--- config.mk ---
export PLATFORM = sky130hd
export DESIGN_NAME = csr_clock_reset_ctrl
export DESIGN_NICKNAME = d
export VERILOG_FILES = /design/src/csr_pkg.sv /design/src/csr_delay_timer.sv /design/src/csr_clock_reset_ctrl.sv
export SDC_FILE = /design/constraint.sdc
export NUM_CORES = 1
export LEC_CHECK = 0
export BUFFER_PORTS_ARGS = -buffer_cell sky130_fd_sc_hd__buf_4
export CAP_MARGIN = 10
export CORE_ASPECT_RATIO = 1.1
export CORE_MARGIN = 4
export CORE_UTILIZATION = 53
export DETAILED_ROUTE_END_ITERATION = 7
export PLACE_DENSITY = 0.86
export SLEW_MARGIN = 20
export SYNTH_ARGS = -nofsm -noshare
export SYNTH_HDL_FRONTEND = slang
export SYNTH_SLANG_ARGS = --single-unit
--- constraint.sdc ---
create_clock -name I_MCLK -period 5 [get_ports I_MCLK]
set_input_delay 0.25 -clock I_MCLK [delete_from_list [all_inputs] [get_ports I_MCLK]]
set_output_delay 0.25 -clock I_MCLK [all_outputs]
set_load 0.05 [all_outputs]
--- src/csr_pkg.sv ---
// Purpose: shared constants and types for the clock select and reset control block
// Assumes: 100 MHz I_MCLK, APB register access with 32-bit data
// Notes: times are kept in their own unit, cycle counts are derived from them

package csr_pkg;

	// ------------------------------------------------------------
	// clock and timing
	// ------------------------------------------------------------
	localparam int CLK_PERIOD_NS = 10;
	localparam int TIME_RESUME_SHORT_US = 128;
	localparam int TIME_RESUME_LONG_MS = 4;
	localparam int TIME_INT_WAKE_US = 8;
	localparam int TIME_START_US = 1000;
	localparam int TIME_WDOG_HOLD_MS = 2;
	localparam int CYC_RESUME_SHORT = (TIME_RESUME_SHORT_US * 1000) / CLK_PERIOD_NS;
	localparam int CYC_RESUME_LONG = (TIME_RESUME_LONG_MS * 1000000) / CLK_PERIOD_NS;
	localparam int CYC_INT_WAKE = (TIME_INT_WAKE_US * 1000) / CLK_PERIOD_NS;
	localparam int CYC_START = (TIME_START_US * 1000) / CLK_PERIOD_NS;
	localparam int CYC_WDOG_HOLD = (TIME_WDOG_HOLD_MS * 1000000) / CLK_PERIOD_NS;
	localparam int TIMER_W = 20;

	// ------------------------------------------------------------
	// register map
	// ------------------------------------------------------------
	localparam logic [7:0] ADDR_CLOCK_CONFIGURATION = 8'h00;
	localparam logic [7:0] ADDR_PROC_STATUS = 8'h04;
	localparam logic [7:0] ADDR_AUX_PORT = 8'h08;
	localparam logic [7:0] CFG_RESET = 8'h00;
	localparam int STAT_EXT_MODE_BIT = 0;
	localparam int STAT_HALT_BIT = 1;
	localparam int STAT_UNDERVOLT_BIT = 4;
	localparam int STAT_WDOG_BIT = 6;
	localparam int AUX_PIN_BIT = 1;
	localparam logic [15:0] RESET_VECTOR = 16'h0000;
	localparam logic [7:0] STACK_RESET = 8'h00;

	// clock configuration fields, msb first
	typedef struct packed {
		logic resume_long;
		logic [2:0] wake_adj;
		logic undervolt_dis;
		logic precision_en;
		logic clk_out_dis;
		logic ext_osc_en;
	} csr_cfg_type;

	// reset cause flags
	typedef struct packed {
		logic wdog;
		logic undervolt;
	} csr_cause_type;

	typedef enum logic [2:0] {
		ST_STARTUP,
		ST_RUN,
		ST_SWITCH_STABLE,
		ST_RELEASE_DELAY,
		ST_WDOG_HOLD,
		ST_SUSPEND,
		ST_WAKE_STABLE
	} csr_state_type;

endpackage : csr_pkg

--- src/csr_delay_timer.sv ---
// Purpose: loadable down counter that measures one release delay
// Assumes: i_start is a one-cycle pulse, i_load at least 1
// Notes: o_done pulses one cycle when the loaded count has run out

module csr_delay_timer #(
	parameter int W = 20
) (
	input wire logic i_clk,
	input wire logic i_reset_n,
	input wire logic i_start,
	input wire logic [W-1:0] i_load,
	output logic o_done
);

	logic [W-1:0] count;
	logic [W-1:0] next_count;
	logic next_done;

	// --------------------------------------------------------
	// next count
	// --------------------------------------------------------
	// a start reloads even when a delay is running
	always_comb begin
		next_count = count;
		next_done = 1'b0;
		if (i_start) begin
			next_count = i_load;
		end else if (count != '0) begin
			next_count = count - 1'b1;
			next_done = (count == {{(W-1){1'b0}}, 1'b1});
		end
	end

	// registers only
	always_ff @(posedge i_clk or negedge i_reset_n) begin
		if (!i_reset_n) begin
			count <= '0;
			o_done <= 1'b0;
		end else begin
			count <= next_count;
			o_done <= next_done;
		end
	end

endmodule : csr_delay_timer

--- src/csr_clock_reset_ctrl.sv ---
// Purpose: clock source selection, release delays and reset sequencing
// Assumes: comparators, stable flag and pins are asynchronous; core events share I_MCLK
// Notes: the delay timer runs on I_MCLK, which follows whichever oscillator is selected
//
// Our own choices: the APB interface to the registers and the address map.

module csr_clock_reset_ctrl
	import csr_pkg::*;
#(
	parameter int START_CYCLES = CYC_START,
	parameter int RESUME_SHORT_CYCLES = CYC_RESUME_SHORT,
	parameter int RESUME_LONG_CYCLES = CYC_RESUME_LONG,
	parameter int WDOG_HOLD_CYCLES = CYC_WDOG_HOLD
) (
	input wire logic I_MCLK,
	input wire logic I_RESET_N,
	input wire logic i_psel,
	input wire logic i_penable,
	input wire logic i_pwrite,
	input wire logic [7:0] i_paddr,
	input wire logic [31:0] i_pwdata,
	output logic [31:0] o_prdata,
	output logic o_pready,
	output logic o_pslverr,
	input wire logic I_UNDERVOLT,
	input wire logic I_DROPOUT,
	input wire logic I_EXT_CLK_STABLE,
	input wire logic I_OSC_INPUT_PIN,
	input wire logic I_INT_CLK,
	input wire logic I_WDOG_TIMEOUT,
	input wire logic I_SUSPEND_ENTER,
	input wire logic I_WAKE,
	input wire logic I_USB_TRAFFIC,
	input wire logic I_WAKE_IRQ_EN,
	output logic O_OSC_OUTPUT_PIN,
	output logic O_OSC_OUTPUT_OE,
	output logic O_OSC_INPUT_PULLDOWN,
	output logic O_INT_OSC_EN,
	output logic O_EXT_OSC_EN,
	output logic O_CLK_SEL_EXT,
	output logic O_PRECISION_TUNE,
	output logic O_UNDERVOLT_DET_EN,
	output logic [2:0] O_WAKE_ADJ,
	output logic O_WAKE_TIMER_EN,
	output logic O_CPU_HALT,
	output logic O_CORE_RESET,
	output logic [15:0] O_RESET_VECTOR,
	output logic [7:0] O_PROG_STACK_PTR_INIT,
	output logic [7:0] O_DATA_STACK_PTR_INIT,
	output logic O_PUSH_INHIBIT,
	output logic O_PIN_HIZ
);

	// ------------------------------------------------------------
	// input synchronisers
	// ------------------------------------------------------------
	localparam int NSYNC = 5;
	logic [NSYNC-1:0] async_in;
	logic [NSYNC-1:0] sync_a;
	logic [NSYNC-1:0] sync_b;
	logic undervolt_s, dropout_s, ext_stable_s, osc_in_s, int_clk_s;

	assign async_in = {I_UNDERVOLT, I_DROPOUT, I_EXT_CLK_STABLE, I_OSC_INPUT_PIN, I_INT_CLK};
	assign {undervolt_s, dropout_s, ext_stable_s, osc_in_s, int_clk_s} = sync_b;

	// two flops per asynchronous input
	generate
		for (genvar g = 0; g < NSYNC; g++) begin : g_sync
			always_ff @(posedge I_MCLK or negedge I_RESET_N) begin
				if (!I_RESET_N) begin
					sync_a[g] <= 1'b0;
					sync_b[g] <= 1'b0;
				end else begin
					sync_a[g] <= async_in[g];
					sync_b[g] <= sync_a[g];
				end
			end
		end
	endgenerate

	// ------------------------------------------------------------
	// apb decode
	// ------------------------------------------------------------
	function automatic logic addr_mapped(input logic [7:0] a);
		addr_mapped = (a == ADDR_CLOCK_CONFIGURATION) || (a == ADDR_PROC_STATUS) || (a == ADDR_AUX_PORT);
	endfunction : addr_mapped

	logic apb_fire, wr_cfg, wr_stat;
	assign apb_fire = i_psel && i_penable && o_pready;
	assign wr_cfg = apb_fire && i_pwrite && (i_paddr == ADDR_CLOCK_CONFIGURATION);
	assign wr_stat = apb_fire && i_pwrite && (i_paddr == ADDR_PROC_STATUS);

	// ------------------------------------------------------------
	// control state
	// ------------------------------------------------------------
	csr_state_type state, next_state;
	csr_cfg_type cfg, next_cfg;
	csr_cause_type cause, next_cause;
	logic ext_mode, next_ext_mode;
	logic traffic_seen, next_traffic_seen;
	logic in_reset, next_in_reset;
	logic tmr_start;
	logic tmr_start_any;
	logic [TIMER_W-1:0] tmr_load;
	logic tmr_done;
	logic uv_event, wd_event;
	logic [TIMER_W-1:0] resume_load;

	// undervoltage reset only while enabled and awake, dropout always
	assign uv_event = dropout_s || (undervolt_s && !cfg.undervolt_dis && state != ST_SUSPEND);
	assign wd_event = I_WDOG_TIMEOUT;
	assign resume_load = cfg.resume_long ? TIMER_W'(RESUME_LONG_CYCLES)
		: TIMER_W'(RESUME_SHORT_CYCLES);

	csr_delay_timer #(
		.W(TIMER_W)
	) u_delay (
		.i_clk(I_MCLK),
		.i_reset_n(I_RESET_N),
		.i_start(tmr_start_any),
		.i_load(tmr_load),
		.o_done(tmr_done)
	);

	// sequencing, clock mode, configuration and cause flags
	always_comb begin
		next_state = state;
		next_cfg = cfg;
		next_cause = cause;
		next_ext_mode = ext_mode;
		next_traffic_seen = traffic_seen;
		next_in_reset = in_reset;
		tmr_start = 1'b0;
		tmr_load = TIMER_W'(START_CYCLES);
		// write one clears a cause; a new event below still wins
		if (wr_stat) begin
			if (i_pwdata[STAT_UNDERVOLT_BIT]) begin
				next_cause.undervolt = 1'b0;
			end
			if (i_pwdata[STAT_WDOG_BIT]) begin
				next_cause.wdog = 1'b0;
			end
		end
		if (wr_cfg) begin
			next_cfg = csr_cfg_type'(i_pwdata[7:0]);
		end
		case (state)
			ST_STARTUP: begin
				if (tmr_done) begin
					next_state = ST_RUN;
					next_in_reset = 1'b0;
				end
			end
			ST_RUN: begin
				if (wr_cfg && i_pwdata[0] && !ext_mode) begin
					next_ext_mode = 1'b1;
					next_state = ST_SWITCH_STABLE;
				end else if (I_SUSPEND_ENTER) begin
					next_state = ST_SUSPEND;
				end
			end
			ST_SWITCH_STABLE, ST_WAKE_STABLE: begin
				if (ext_stable_s) begin
					tmr_start = 1'b1;
					tmr_load = resume_load;
					next_state = ST_RELEASE_DELAY;
				end
			end
			ST_RELEASE_DELAY, ST_WDOG_HOLD: begin
				if (tmr_done) begin
					next_state = ST_RUN;
					next_in_reset = 1'b0;
				end
			end
			ST_SUSPEND: begin
				if (I_WAKE) begin
					next_ext_mode = cfg.ext_osc_en;
					if (cfg.ext_osc_en) begin
						next_state = ST_WAKE_STABLE;
					end else begin
						tmr_start = 1'b1;
						tmr_load = TIMER_W'(CYC_INT_WAKE);
						next_state = ST_RELEASE_DELAY;
					end
				end
			end
			default: begin
				next_state = ST_STARTUP;
			end
		endcase
		// precision tuning arms on traffic, drops with the bit
		if (!cfg.precision_en) begin
			next_traffic_seen = 1'b0;
		end else if (I_USB_TRAFFIC) begin
			next_traffic_seen = 1'b1;
		end
		// resets override everything, except that a watchdog keeps ext_mode; cause register is kept
		if (uv_event) begin
			next_cfg = csr_cfg_type'(CFG_RESET);
			next_ext_mode = 1'b0;
			next_cause.undervolt = 1'b1;
			next_traffic_seen = 1'b0;
			next_in_reset = 1'b1;
			tmr_start = 1'b1;
			tmr_load = TIMER_W'(START_CYCLES);
			next_state = ST_STARTUP;
		end else if (wd_event) begin
			next_cfg = csr_cfg_type'(CFG_RESET);
			next_cause.wdog = 1'b1;
			next_traffic_seen = 1'b0;
			next_in_reset = 1'b1;
			tmr_start = 1'b1;
			tmr_load = TIMER_W'(WDOG_HOLD_CYCLES);
			next_state = ST_WDOG_HOLD;
		end
	end

	// registers only; power-up is a startup wait on the internal clock
	always_ff @(posedge I_MCLK or negedge I_RESET_N) begin
		if (!I_RESET_N) begin
			state <= ST_STARTUP;
			cfg <= csr_cfg_type'(CFG_RESET);
			cause <= '0;
			ext_mode <= 1'b0;
			traffic_seen <= 1'b0;
			in_reset <= 1'b1;
		end else begin
			state <= next_state;
			cfg <= next_cfg;
			cause <= next_cause;
			ext_mode <= next_ext_mode;
			traffic_seen <= next_traffic_seen;
			in_reset <= next_in_reset;
		end
	end

	// power-up startup wait starts once after release
	logic por_kick, next_por_kick;
	always_comb begin
		next_por_kick = 1'b0;
	end

	always_ff @(posedge I_MCLK or negedge I_RESET_N) begin
		if (!I_RESET_N) begin
			por_kick <= 1'b1;
		end else begin
			por_kick <= next_por_kick;
		end
	end
	assign tmr_start_any = tmr_start || por_kick;

	// ------------------------------------------------------------
	// apb slave, one wait state
	// ------------------------------------------------------------
	logic [31:0] next_prdata;
	logic next_pready, next_pslverr;
	logic [31:0] rd_word;

	// read mux
	always_comb begin
		rd_word = '0;
		case (i_paddr)
			ADDR_CLOCK_CONFIGURATION: begin
				rd_word[7:0] = cfg;
			end
			ADDR_PROC_STATUS: begin
				rd_word[STAT_EXT_MODE_BIT] = ext_mode;
				rd_word[STAT_HALT_BIT] = (state != ST_RUN);
				rd_word[STAT_UNDERVOLT_BIT] = cause.undervolt;
				rd_word[STAT_WDOG_BIT] = cause.wdog;
			end
			ADDR_AUX_PORT: begin
				rd_word[AUX_PIN_BIT] = !ext_mode && osc_in_s;
			end
			default: begin
				rd_word = '0;
			end
		endcase
	end

	// pready rises in the second access cycle
	always_comb begin
		next_pready = i_psel && i_penable && !o_pready;
		next_prdata = o_prdata;
		next_pslverr = 1'b0;
		if (next_pready) begin
			next_prdata = i_pwrite ? 32'h0000_0000 : rd_word;
			next_pslverr = !addr_mapped(i_paddr);
		end
	end

	always_ff @(posedge I_MCLK or negedge I_RESET_N) begin
		if (!I_RESET_N) begin
			o_pready <= 1'b0;
			o_prdata <= '0;
			o_pslverr <= 1'b0;
		end else begin
			o_pready <= next_pready;
			o_prdata <= next_prdata;
			o_pslverr <= next_pslverr;
		end
	end

	// ------------------------------------------------------------
	// registered outputs
	// ------------------------------------------------------------
	logic suspended;
	assign suspended = (state == ST_SUSPEND);

	always_ff @(posedge I_MCLK or negedge I_RESET_N) begin
		if (!I_RESET_N) begin
			O_OSC_OUTPUT_PIN <= 1'b0;
			O_OSC_OUTPUT_OE <= 1'b1;
			O_OSC_INPUT_PULLDOWN <= 1'b1;
			O_INT_OSC_EN <= 1'b1;
			O_EXT_OSC_EN <= 1'b0;
			O_CLK_SEL_EXT <= 1'b0;
			O_PRECISION_TUNE <= 1'b0;
			O_UNDERVOLT_DET_EN <= 1'b1;
			O_WAKE_ADJ <= 3'h0;
			O_WAKE_TIMER_EN <= 1'b0;
			O_CPU_HALT <= 1'b1;
			O_CORE_RESET <= 1'b1;
			O_RESET_VECTOR <= RESET_VECTOR;
			O_PROG_STACK_PTR_INIT <= STACK_RESET;
			O_DATA_STACK_PTR_INIT <= STACK_RESET;
			O_PUSH_INHIBIT <= 1'b1;
			O_PIN_HIZ <= 1'b1;
		end else begin
			O_OSC_OUTPUT_PIN <= cfg.clk_out_dis ? 1'b1 : int_clk_s;
			O_OSC_OUTPUT_OE <= !ext_mode;
			O_OSC_INPUT_PULLDOWN <= !ext_mode;
			O_INT_OSC_EN <= !ext_mode && !suspended;
			O_EXT_OSC_EN <= ext_mode && !suspended;
			O_CLK_SEL_EXT <= ext_mode;
			O_PRECISION_TUNE <= !ext_mode && traffic_seen;
			O_UNDERVOLT_DET_EN <= !cfg.undervolt_dis && !suspended;
			O_WAKE_ADJ <= cfg.wake_adj;
			O_WAKE_TIMER_EN <= I_WAKE_IRQ_EN;
			O_CPU_HALT <= (next_state != ST_RUN);
			O_CORE_RESET <= next_in_reset;
			O_RESET_VECTOR <= RESET_VECTOR;
			O_PROG_STACK_PTR_INIT <= STACK_RESET;
			O_DATA_STACK_PTR_INIT <= STACK_RESET;
			O_PUSH_INHIBIT <= next_in_reset;
			O_PIN_HIZ <= next_in_reset;
		end
	end

endmodule : csr_clock_reset_ctrl

### Word level (Yosys, flattened, before mapping)

Cells that the tools add are included.

* word-level logic and storage cells: 150
* flip-flop bits (word level): 94

* $add $sub $neg: 1
* reductions and logical operators: 39
* mux-type cells: 57
* eq/ne operators: 15

Operator list (number)
* 20-bit two-way mux: 4
* 19-bit two-way mux: 2
* 19-bit case mux with 2 select lines: 1
* 17-bit two-way mux: 2
* 8-bit two-way mux: 4
* 1-bit two-way mux: 27
* 3-bit two-way mux: 8
* 20-bit by 1-bit equality test with 1-bit output (second input constant): 1
* 20-bit nonzero test: 1
* 20-bit by 1-bit subtractor with 20-bit output (second input constant): 1
* 1-bit logical AND: 15
* 3-bit case mux with 4 select lines: 1
* 3-bit nonzero test: 4
* 1-bit case mux with 2 select lines: 5
* 3-bit equality test (second input constant): 3
* 3-bit != test (second input constant): 3
* 8-bit by 3-bit equality test with 1-bit output (second input constant): 1
* 8-bit by 4-bit equality test with 1-bit output (second input constant): 1
* 8-bit zero test: 1
* 3-bit by 2-bit equality test with 1-bit output (second input constant): 2
* 3-bit by 1-bit != test with 1-bit output (second input constant): 2
* 2-bit nonzero test: 3
* 1-bit zero test: 5
* 1-bit logical OR: 4
* other kinds (9): 11

### Depth between registers and ports, before layout

Gate-level depths: netlist (run 1).

* depth after elaboration: 11
* depth in mapped cells: 7
* gate-level depth less buffers: 7

### Hierarchy

A second synthesis (run 1) with hierarchy kept.

* cells, all modules: 389
* area total of the unflattened synthesis: 3848.7 um2

By module, submodules not included
* csr_clock_reset_ctrl: area an instance 2478.6 um2, cells an instance 239, instances 1
* csr_delay_timer: area an instance 1370.1 um2, cells an instance 150, instances 1

### Least setup slack after synthesis (run 1)

OpenSTA, ideal clock, no wires.

* kind: reg-to-reg
* start point: register u_delay.count[0]
* end point: register u_delay.count[12]
* data required time: 4877 ps
* cell stages (with the launch flop): 8
* arrival: 1795 ps
* buffers on the path: 0
* setup slack: 3082 ps
* clock period less this slack: 1918 ps
* cell sequence: dfrtp_1 > inv_1 > ha_1 > or4b_2 > nor4_1 > xor2_1 > a21oi_1 > nor2_1

* longest elaborated chain between the ends: 3
* elaborated cells between the ends (all ways): 5
* classes of those cells: add/sub: 1; mux: 2; reduce/logical: 2

Ends and longest elaborated chain
* start, declared: line csr_delay_timer.sv:15 `logic [W-1:0] count;`
* start signal, assigned: line csr_delay_timer.sv:40 `count <= next_count;`
* 20-bit by 1-bit subtractor with 20-bit output: line csr_delay_timer.sv:29 `next_count = count - 1'b1;`
* 20-bit two-way mux: line csr_delay_timer.sv:28 `end else if (count != '0) begin`
* 20-bit two-way mux: line csr_delay_timer.sv:26 `if (i_start) begin`

Parallel ways exist; a longest one is shown, timed or not. The select of a mux whose other input is x is not followed.
A chain may end at the register's enable or synchronous reset.

### Final worst setup path (run 1)

* start point: register state[1]
* end point: register u_delay.count[6]

* longest elaborated chain between the ends: 7
* elaborated cells between the ends (all ways): 16
* classes of those cells: eq/ne: 4; mux: 7; reduce/logical: 5

Ends and longest elaborated chain
* start, declared: line csr_clock_reset_ctrl.sv:96 `csr_state_type state, next_state;`
* start signal, assigned: line csr_clock_reset_ctrl.sv:228 `state <= next_state;`
* 3-bit by 2-bit equality test with 1-bit output or 3-bit equality test (tied branches): line csr_clock_reset_ctrl.sv:147 `case (state)`
* 2-bit OR reduction: line csr_clock_reset_ctrl.sv:147
* 1-bit case mux with 2 select lines: line csr_clock_reset_ctrl.sv:147
* 1-bit two-way mux: line csr_clock_reset_ctrl.sv:207 `end else if (wd_event) begin`
* 1-bit two-way mux: line csr_clock_reset_ctrl.sv:198 `if (uv_event) begin`
* 1-bit logical OR: line csr_clock_reset_ctrl.sv:250 `assign tmr_start_any = tmr_start || por_kick;`
* 20-bit two-way mux or 2-bit nonzero test (tied branches)

Parallel ways exist; a longest one is shown, timed or not.

==> flow_results.org, run 1 <==
** Setup path
- Among all stages on the critical path, the largest delay is contributed by sky130_fd_sc_hd__or3_1.
- The worst setup path is of the register to register kind.
- For this run, the slowest stage of the critical path takes 0.66 ns.
- Kind of launch point of the worst setup path :: register
- The worst setup path is captured at a register.
- Maximum fanout along the worst path :: 15
- Data arrival time of the worst path :: 2.76 ns
- Among the stages of the critical path, the cell type that occurs most often is sky130_fd_sc_hd__nor2_1.
- Worst endpoint required time :: 5.22 ns
- The critical path goes through nand3b_2, a311o_1, or3_1, nor2_1, nor2_1.

** STA
- Crit share post-route :: 0.509
- For the finished layout, the period the worst path requires is 2.55 ns.
- On the final layout, the worst hold slack is 0.00691 ns.
- Setup violations remaining at the end of the flow were counted as 0.
- For the pin with the worst max-slew slack, the measured transition is 0.846 ns.
- Max-slew violation count :: 0
- Setup TNS :: 0 ns
- Setup repair after global routing missed its margin :: false
- Setup skew after layout :: 0.0123 ns
- Maximum frequency from static timing analysis :: 393 MHz
- Hold violation count in the final report :: 0
- After layout, the worst setup slack is 2.45 ns.
- Measured against its own limit, the worst slew margin works out to 0.436.

** Cells and area
- The library cells used most frequently in the layout, excluding fill and tap cells, are sky130_fd_sc_hd__dfrtp_1, sky130_fd_sc_hd__conb_1, sky130_fd_sc_hd__buf_4, sky130_fd_sc_hd__nor2_1, sky130_fd_sc_hd__nand2_1.
- Final Core Density :: 0.619
- Layout cell share with drive strength beyond 1 :: 0.210
- The repair_antennas step left the layout with diodes totalling 0.
- After the last flow step, the layout net total stands at 472.
- The library cell used most frequently in the layout, excluding fill and tap cells, is sky130_fd_sc_hd__dfrtp_1.
- After routing the design area is 0.00406 mm^2.
- Compared with the post-synthesis result, the final layout area differs by 13.5%.

** CTS
- Sinks on Clock Net :: 70
- Count of H-tree levels built during CTS :: 3
- TritonCTS built the clock tree.
- Post-CTS resize count :: 0
- Worst skew pair latency :: 0.34 ns
- After clock tree synthesis, the clock-pin slew on the worst setup and hold paths is 0.08 ns.
- Number of CTS-inserted buffers :: 9
- In this run the deepest clock path goes through 2 buffers.
- The root buffer cell chosen for the clock tree is sky130_fd_sc_hd__clkbuf_8.

** Detailed routing
- In the final routed layout, each cell accounts on average for 15.5 um.
- For this block, the initial DRC count from the detailed router was 165.
- Total vias in the final route :: 2670
- Dividing the detail-routed via count by the number of cells gives 5.32.
- Wirelength, routed :: 7800 um
- DRC Markers :: 0
- Router iterations before antenna repair :: 7
- Residual antenna-violating net count after detailed routing :: 0

** GRT
- After global routing the overflow that remains totals 0.
- Vias in the first global route :: 2646
- Combined global-route utilization of all metal layers :: 0.198
- The first global-routing pass estimated 12500 um of wire.
- The number of antenna violations at the first check in global routing was 0.
- Entering global routing, the biggest net connects 71 pins.

** Floorplanning
- 137 I/O pins were placed.
- The floorplan has 31 rows.
- The floorplan step defined a die boundary enclosing 0.00812 mm^2.
- Width of the die :: 86.3 um
- The die is 94.1 um tall.
- The region available for standard cell placement spans 0.00656 mm^2.
- Starting Density :: 0.545

** Synthesis
- The number of different library cells used by synthesis comes to 52.
- Post-synth EDFFs :: 0
- Avg Cell Area, Syn :: 10.0 um^2
- Gate count after technology mapping :: 356
- Number of flip-flops and latches in the synthesized netlist :: 70
- Seq/Total Area, Yosys :: 0.492
- Primary flip-flop cell chosen by synthesis mapping :: sky130_fd_sc_hd__dfrtp_1
- Total standard cell area after synthesis :: 0.00357 mm^2
- The Yosys step of the flow raised 0 warnings.
- Fraction of synthesis flops using an asynchronous set or reset pin :: 1.00

** Placed design
- HPWL reported at the end of detailed placement :: 5560 um
- Input/output buffers :: 56
- The congestion estimate from routability-driven global placement came to 0.866.
- Before CTS, the worst setup slack after placement is 2.49 ns.
- Placed inst area :: 0.00382 mm^2

** Job
- The tool flagged a number of max-cap violations equal to 0.

** Pwr
- The worst-case IR drop observed on VDD is 0.000229 V.
- The analysis attributes to cell leakage a power of 1.93 nW.
- Power density relative to cell area :: 288 mW/mm^2

** Run status
- Run status :: completed

** Min path
- Classification of the worst-slack hold path :: input pin to async pin
-- cells in the mapped netlist, drive strengths merged, types with 6 or more instances --
cell type | number | area [um^2]
xnor2 | 7 | 61.3
clkbuf | 9 | 33.8
nor2 | 41 | 154
nand3b | 7 | 56.3
nor4 | 8 | 50.1
nor3 | 12 | 80.1
nand2 | 20 | 75.1
dfrtp | 64 | 1600
dfstp | 6 | 158
or3 | 12 | 75.1
a21oi | 18 | 90.1
buf | 61 | 453
xor2 | 6 | 52.6
mux2i | 10 | 100
o21ai | 11 | 55.1
-- area by class of cell --
type	instances	area, um^2
fill	525	2500
sequential	70	1760
multi-input combinational	267	1520
timing repair buffer	62	480
clock buffer	11	141
tap	82	103
clock inverter	5	35.0
inverter	5	18.8
-- worst paths after layout --
| kind | from | to | slack, ns | depth (start not counted) |
|---|---|---|---|---|
| worst min register to register | sync_a[4]$_DFF_PN0_ | undervolt_s$_DFF_PN0_ | 0.36 | 0 |
| min in group I_MCLK | i_pwdata[5] | cfg[5]$_DFFE_PN0P_ | 0.15 | 3 |
| worst max register to register | state[1]$_DFF_PN0_ | u_delay.count[6]$_DFFE_PN0P_ | 2.45 | 5 |
| max in group asynchronous | I_RESET_N | u_delay.count[7]$_DFFE_PN0P_ | 4.44 | 1 |
| worst min-delay path | I_RESET_N | u_delay.count[11]$_DFFE_PN0P_ | 0.007 | 1 |
| worst max-delay path | state[1]$_DFF_PN0_ | u_delay.count[6]$_DFFE_PN0P_ | 2.45 | 5 |
-- registers in the layout, indices dropped and copies added, names as in the netlist, 2 cells and up --
| signal | cells |
|---|---|
| O_WAKE_ADJ | 3 |
| cause | 2 |
| cfg | 8 |
| o_prdata | 8 |
| state | 3 |
| sync_a | 5 |
| u_delay.count | 20 |
-- metal layers --
layer,global-route usage,part of all wire
met1,0.228,0.38
met2,0.337,0.52
met3,0.0421,0.065
met4,0.119,0.034
met5,0,0
-- report_power, final --
| group | internal (mW) | leakage (nW) | switching [mW] |
|---|---|---|---|
| Clock | 0.194 | 0.0893 | 0.209 |
| Sequential | 0.578 | 0.885 | 0.0105 |
| Combinational | 0.0370 | 0.959 | 0.141 |
| Total | 0.808 | 1.93 | 0.361 |
-- critical path: cells and delay by family (launching register included) --
family          cells  cell delay, ns
compound gates      1            0.63
simple gates        4            1.31
flops               1            0.49
-- stage by stage --
stage	power [mW]	std cells
floorplan	0.761	412
global placement	0.769	480
detailed placement	0.771	480
CTS	1.17	497
global route	1.22	502
finish	1.17	502
-- logic make-up after synthesis --
family | count (synthesis) | synth area share
buf+inv | 75 | 0.142
compound gates | 57 | 0.104
other cells | 1 | 0.00105
mux | 10 | 0.0280
xor+xnor | 13 | 0.0319
flops | 70 | 0.492
simple gates | 128 | 0.194
fa+ha+maj | 2 | 0.00700
-- what timing repair did --
action,4_1_cts,5_1_grt
setup buffers,0,0
endpoints found under the hold margin,1,5
hold buffers,1,5
Power figures use the tool's default switching activity.
==> run 2, diff against run 1 <==
Settings changed: CORE_UTILIZATION 53 to 49, PLACE_DENSITY 0.86 to 0.8.
Clock period 5 ns to 2.6 ns, I/O delays scaled along.
==> flow_results.org, run 2 (synthesized netlist as in run 1, its figures left out) <==
** Run status
- The run finished with clean final reports.

** Setup path
- Startpoint of the worst register-to-register path :: u_delay.count[0]$_DFFE_PN0P_
- STA classifies the critical path startpoint as a register.
- Of all nets on the critical path, the largest fanout is 6.
- In this run the critical register-to-register path is captured at u_delay.count[11]$_DFFE_PN0P_.
- Data arrival time of the worst path :: 2.40 ns
- Setup slack on the worst reg-to-reg path comes out at 0.40 ns.
- The setup path with the least slack is of type register to register.
- The worst register-to-register path has a depth of 6.
- Worst endpoint required time :: 2.80 ns
- Kind of end point of the critical path :: register

** Detailed routing
- Router iterations before antenna repair :: 4
- After detailed routing, the total wire length is 7720 um.
- Summing over every cut layer, the via total after detailed routing is 2669.
- Drt first-iter violations :: 190
- After detailed routing, the number of remaining DRC violations is 0.
- In the routed layout, each cell is associated on average with a via count of 5.22.
- Dividing the detail-routed wire length by the instance count gives 15.1 um.
- The count of nets left with antenna violations once routing finished came out at 0.

** Pwr
- In this run the static leakage power is 1.98 nW.
- In this run the power density over the cells is 592 mW/mm^2.
- Peak supply drop :: 0.000319 V
- Overall power consumption :: 2.46 mW

** CTS
- CTS built an H-tree with a depth of 3.
- TritonCTS built the clock tree.
- The clock passes through at most 2 buffers.
- Clock latency on the worst-skew pair, taken at its later pin, is 0.34 ns.
- Sinks on Clock Net :: 70
- Clock-pin slew of the registers on the worst-case setup and hold paths :: 0.08 ns
- The tree is rooted in a sky130_fd_sc_hd__clkbuf_8.
- Setup repair bufs after CTS :: 0
- Number of CTS-inserted buffers :: 9
- Post-CTS resize count :: 0
- Number of hold buffers added after CTS :: 7

** Cells and area
- Final Core Density :: 0.589
- Register containing the most flip-flops in the final layout :: u_delay.count
- Synth-to-Final Area Change :: 16.3%
- The repair_antennas step left the layout with diodes totalling 0.
- Leaving out fill and tap cells, the most frequent cell in the layout is sky130_fd_sc_hd__dfrtp_1.
- Layout cell share with drive strength beyond 1 :: 0.218
- At the end of the flow, the number of nets in the layout was 478.
- Final cell count without fillers :: 511
- The finished cells cover 0.00415 mm^2.
- Number of flip-flops in the largest register :: 20
- Most frequent cells in the layout :: sky130_fd_sc_hd__dfrtp_1, sky130_fd_sc_hd__buf_4, sky130_fd_sc_hd__conb_1, sky130_fd_sc_hd__nor2_1, sky130_fd_sc_hd__nand2_1
- Biggest regs :: u_delay.count x20, cfg x8, o_prdata x8

** Placed design
- Input/output buffers :: 56
- Routability-driven placement finished with a final weighted congestion of 0.913.
- Detailed placement ended at an HPWL of 5500 um.
- Setup slack at placement :: 0.411 ns
- Placed inst area :: 0.00386 mm^2
- Placed cell count :: 488

** STA
- Setup violations remaining at the end of the flow were counted as 0.
- Setup TNS :: 0 ns
- Max-slew violation count :: 0
- Setup repair after global routing left no endpoint under its margin.
- Setup skew after layout :: 0.00832 ns
- The final hold violation count came to 0.
- Crit share post-route :: 0.845
- Counting I/O delays and the setup requirement, the final critical path takes 2.20 ns.
- Maximum frequency from static timing analysis :: 455 MHz
- Setup slack closes at 0.402 ns.
- Headroom to the max-slew limit came out at 0.421.
- At the pin with the least slew margin, the transition time is 0.868 ns.
- Final Hold Slack :: 0.0253 ns

** Floorplanning
- Core footprint :: 0.00705 mm^2
- The initial utilization of the core area, before any placement, comes to 0.507.
- The floorplan has 32 rows.
- The die is 97.6 um tall.
- The die covers 0.00872 mm^2.
- I/O pins :: 137
- Width of the die :: 89.4 um

** Min path
- End of the worst hold path :: cfg[5]$_DFFE_PN0P_
- The worst hold path begins at i_pwdata[5].
- Hold-critical path depth :: 3
- The tightest min-delay check is of the input pin to register type.

** Job
- Across the run, the number of max-cap violations was 0.

** GRT
- Combined global-route utilization of all metal layers :: 0.186
- The first global-routing pass estimated 12600 um of wire.
- Antenna violations before repair :: 0
- The number of global-route vias before repair came to 2623.
- Maximum number of pins on one net before global-route repair :: 71
- After global routing the overflow that remains totals 0.
run 2: how the worst max path moves through the flow:
stage | startpoint | endpoint | slack (ns) | depth (start not counted)
after floorplan | u_delay.count[0]$_DFFE_PN0P_ | u_delay.count[12]$_DFFE_PN0P_ | 0.68 | 7
after CTS | u_delay.count[0]$_DFFE_PN0P_ | u_delay.count[11]$_DFFE_PN0P_ | 0.42 | 6
after global placement | u_delay.count[0]$_DFFE_PN0P_ | u_delay.count[17]$_DFFE_PN0P_ | 0.48 | 6
after detailed placement | u_delay.count[0]$_DFFE_PN0P_ | u_delay.count[11]$_DFFE_PN0P_ | 0.41 | 6
final | u_delay.count[0]$_DFFE_PN0P_ | u_delay.count[11]$_DFFE_PN0P_ | 0.40 | 6
after global routing | u_delay.count[0]$_DFFE_PN0P_ | u_delay.count[11]$_DFFE_PN0P_ | 0.23 | 6
run 2: power breakdown:
part | switching [mW] | internal (mW)
sequential | 0.0195 | 1.11
combinational | 0.271 | 0.0748
clock | 0.415 | 0.569
run 2: layout make-up:
class	instances	area (um^2)
Fill cell	597	2890
Sequential cell	70	1760
Multi-Input combinational cell	267	1520
Timing Repair Buffer	68	528
Clock buffer	11	141
Tap cell	85	106
Clock inverter	5	81.3
Inverter	5	18.8
run 2: layer usage:
metal,routed length [um],share of wire,GRT usage
met1,3060,0.40,0.233
met2,4050,0.52,0.305
met3,520,0.067,0.0560
met4,98,0.013,0.0584
met5,0,0,0
run 2: critical path: stages (launching register included):
cell,delay [ns]
sky130_fd_sc_hd__dfrtp_1,0.39
sky130_fd_sc_hd__inv_1,0.10
sky130_fd_sc_hd__ha_1,0.23
sky130_fd_sc_hd__or4b_2,0.68
sky130_fd_sc_hd__nor2_1,0.32
sky130_fd_sc_hd__o22ai_1,0.19
sky130_fd_sc_hd__a21boi_1,0.15
==> run 3, diff against run 2 <==
Settings changed: CORE_UTILIZATION 49 to 44, PLACE_DENSITY 0.8 to 0.76.
Clock period 2.6 ns to 1.8 ns, I/O delays scaled along.
==> flow_results.org, run 3 (synthesized netlist as in run 1, its figures left out) <==
** Setup path
- Kind of launch point of the worst setup path :: register
- At the worst endpoint, the required time is 2.05 ns.
- Length in cells of the worst reg-to-reg path :: 5
- Following the worst setup path forward leads to its endpoint at u_delay.count[19]$_DFFE_PN0P_.
- The startpoint identified for the worst register-to-register timing path is u_delay.count[0]$_DFFE_PN0P_.
- CP startpoint :: u_delay.count[0]$_DFFE_PN0P_
- Maximum fanout along the worst path :: 7
- The worst register-to-register path ends at u_delay.count[19]$_DFFE_PN0P_.
- Start-to-end type of the worst setup path :: register to register
- Across all register-to-register paths, the minimum setup slack is -0.002 ns.
- Kind of end point of the critical path :: register
- Data on the critical path arrives at its endpoint at 2.05 ns.

** CTS
- Sinks on Clock Net :: 70
- No sink is reached through more buffers than the 2 on the longest clock path.
- TritonCTS clock tree :: built
- The H-tree generated during clock tree synthesis spans 3 levels.
- The tree is rooted in a sky130_fd_sc_hd__clkbuf_8.
- Buffers inserted during clock tree synthesis total 9.
- Clock-pin slew of the registers on the worst-case setup and hold paths :: 0.08 ns
- Worst skew pair latency :: 0.35 ns

** Cells and area
- Number of flip-flops in the largest register :: 20
- Net count, final :: 537
- Biggest regs :: u_delay.count x20, cfg x8, o_prdata x8
- Register containing the most flip-flops in the final layout :: u_delay.count
- The repair_antennas step left the layout with diodes totalling 0.
- The finished layout holds 593 standard cells, fillers aside.
- From synthesis to final layout, the design area changed by 35.0%.
- Layout cell share with drive strength beyond 1 :: 0.367
- The library cell used most frequently in the layout, excluding fill and tap cells, is sky130_fd_sc_hd__buf_4.
- Post-route cell area :: 0.00482 mm^2
- Most frequent cells in the layout :: sky130_fd_sc_hd__buf_4, sky130_fd_sc_hd__dfrtp_1, sky130_fd_sc_hd__conb_1, sky130_fd_sc_hd__nor2_1, sky130_fd_sc_hd__nand2_1
- Once layout is complete, the utilization of the core stands at 0.609.

** STA
- Final Hold Slack :: 0.0167 ns
- Setup violations remaining at the end of the flow were counted as 1.
- Crit path time final :: 1.80 ns
- Based on the critical path, the design can be clocked at up to 555 MHz.
- The final hold violation count is 0.
- Setup WS post-layout :: -0.00168 ns
- Of the available clock period, the critical path in the final layout requires 1.00.
- Setup TNS :: -0.00168 ns
- The number of max-slew violations in the final report was 0.
- Setup repair after global routing missed its margin :: true
- Worst slew margin relative to its limit :: 0.435
- Setup skew after layout :: 0.00866 ns
- For the pin with the worst max-slew slack, the measured transition is 0.848 ns.

** Pwr
- Across the VDD grid, the largest voltage drop is 0.000592 V.
- Lkg Pwr :: 2.35 nW
- Power density relative to cell area :: 696 mW/mm^2
- Overall power consumption after layout is estimated at 3.35 mW.

** GRT
- The number of antenna violations at the first check in global routing is 0.
- Vias in the first global route :: 2879
- Entering global routing, the biggest net connects 71 pins.
- After global routing the overflow that remains totals 0.
- Across every metal layer, demand over resource in global routing totals 0.181.
- The first global-routing pass estimated 13500 um of wire.

** Detailed routing
- Drt first-iter violations :: 136
- DRC Markers :: 0
- Post-detailed-route wirelength per cell :: 14.4 um
- Total vias in the final route :: 2921
- Residual antenna-violating net count after detailed routing :: 0
- The routed design has 8550 um of wire.
- The first detailed-routing pass ran for 4 iterations.
- In the routed layout, each cell is associated on average with a via count of 4.93.

** Placed design
- Once placement completed, the tool counted placed cells totaling 556.
- Input/output buffers :: 56
- The wire-length estimate of the detail-placed layout is 6010 um.
- Final weighted congestion in routability-driven placement :: 0.901
- Placed inst area :: 0.00428 mm^2
- Setup slack at placement :: -0.0929 ns

** Run status
- Violations in the final reports :: negative setup slack
- Run status :: finished with violations

** Floorplanning
- The total area inside the core boundary comes to 0.00791 mm^2.
- In this run the core area contains 34 standard-cell rows.
- The initial utilization of the core area, before any placement, comes to 0.451.
- Die H :: 103 um
- Width of the die :: 93.9 um
- 137 I/O pins were placed.
- Overall die area :: 0.00963 mm^2

** Min path
- Hold-critical path depth :: 3
- In this run the worst hold path is classified as input pin to register.

** Job
- Across the run, the number of max-cap violations was 0.
## run 3: cell count changes in the layout (fill, tap and decap cells not counted), moves of 3 or more
cell,change
sky130_fd_sc_hd__buf_4,+49
sky130_fd_sc_hd__dlygate4sd3_1,+9
sky130_fd_sc_hd__nor3_1,-6
sky130_fd_sc_hd__or3_1,-5
sky130_fd_sc_hd__or3_4,+5
sky130_fd_sc_hd__nor4_1,-4
sky130_fd_sc_hd__nor2_1,-3
sky130_fd_sc_hd__nor3_2,+3
sky130_fd_sc_hd__nor3_4,+3
sky130_fd_sc_hd__nor4_2,+3
## run 3: worst min-delay path by stage
stage	from	to	slack, ns
final	I_SUSPEND_ENTER	state[2]$_DFF_PN0_	0.02
after global routing	I_WDOG_TIMEOUT	u_delay.count[9]$_DFFE_PN0P_	0.01
after CTS	I_WDOG_TIMEOUT	u_delay.count[9]$_DFFE_PN0P_	0.001
after detailed placement	I_INT_CLK	sync_a[0]$_DFF_PN0_	0.20
after global placement	I_OSC_INPUT_PIN	sync_a[1]$_DFF_PN0_	0.20
after floorplan	I_RESET_N	O_CLK_SEL_EXT$_DFF_PN0_	-0.21
## run 3: what timing repair did
item	in CTS	in global routing
setup buffers	0	5
pin swaps	2	14
setup endpoints to repair	18	19
hold endpoints to repair	79	0
hold buffers	16	0
gates resized for setup	13	25
## run 3: area by class of cell
type	instances	area, um^2
fill	645	3090
sequential	70	1760
multi-input combinational	267	1740
timing repair buffer	127	997
tap	108	135
clock buffer	10	128
clock inverter	6	45.0
inverter	5	18.8
## run 3: worst max-delay path, stage by stage, from the launching register on
cell and delay, ns:
sky130_fd_sc_hd__dfrtp_1 0.41, sky130_fd_sc_hd__or3_4 0.41, sky130_fd_sc_hd__or3_4 0.47, sky130_fd_sc_hd__nor3_4 0.15, sky130_fd_sc_hd__mux2i_1 0.20, sky130_fd_sc_hd__nor2_1 0.05
## run 3: per-layer routing
metal  up-vias  part of all wire  global-route usage
met5         -                 0                   0
met4         0             0.026              0.0867
met3        23             0.063              0.0526
met2       119              0.53               0.311
met1      1409              0.38               0.208
li1       1370                 -                   -
## run 3: where the power goes
group          switching, mW  internal [mW]  total, mW
sequential            0.0259           1.61       1.63
combinational          0.427          0.171      0.598
clock                  0.618          0.506       1.12
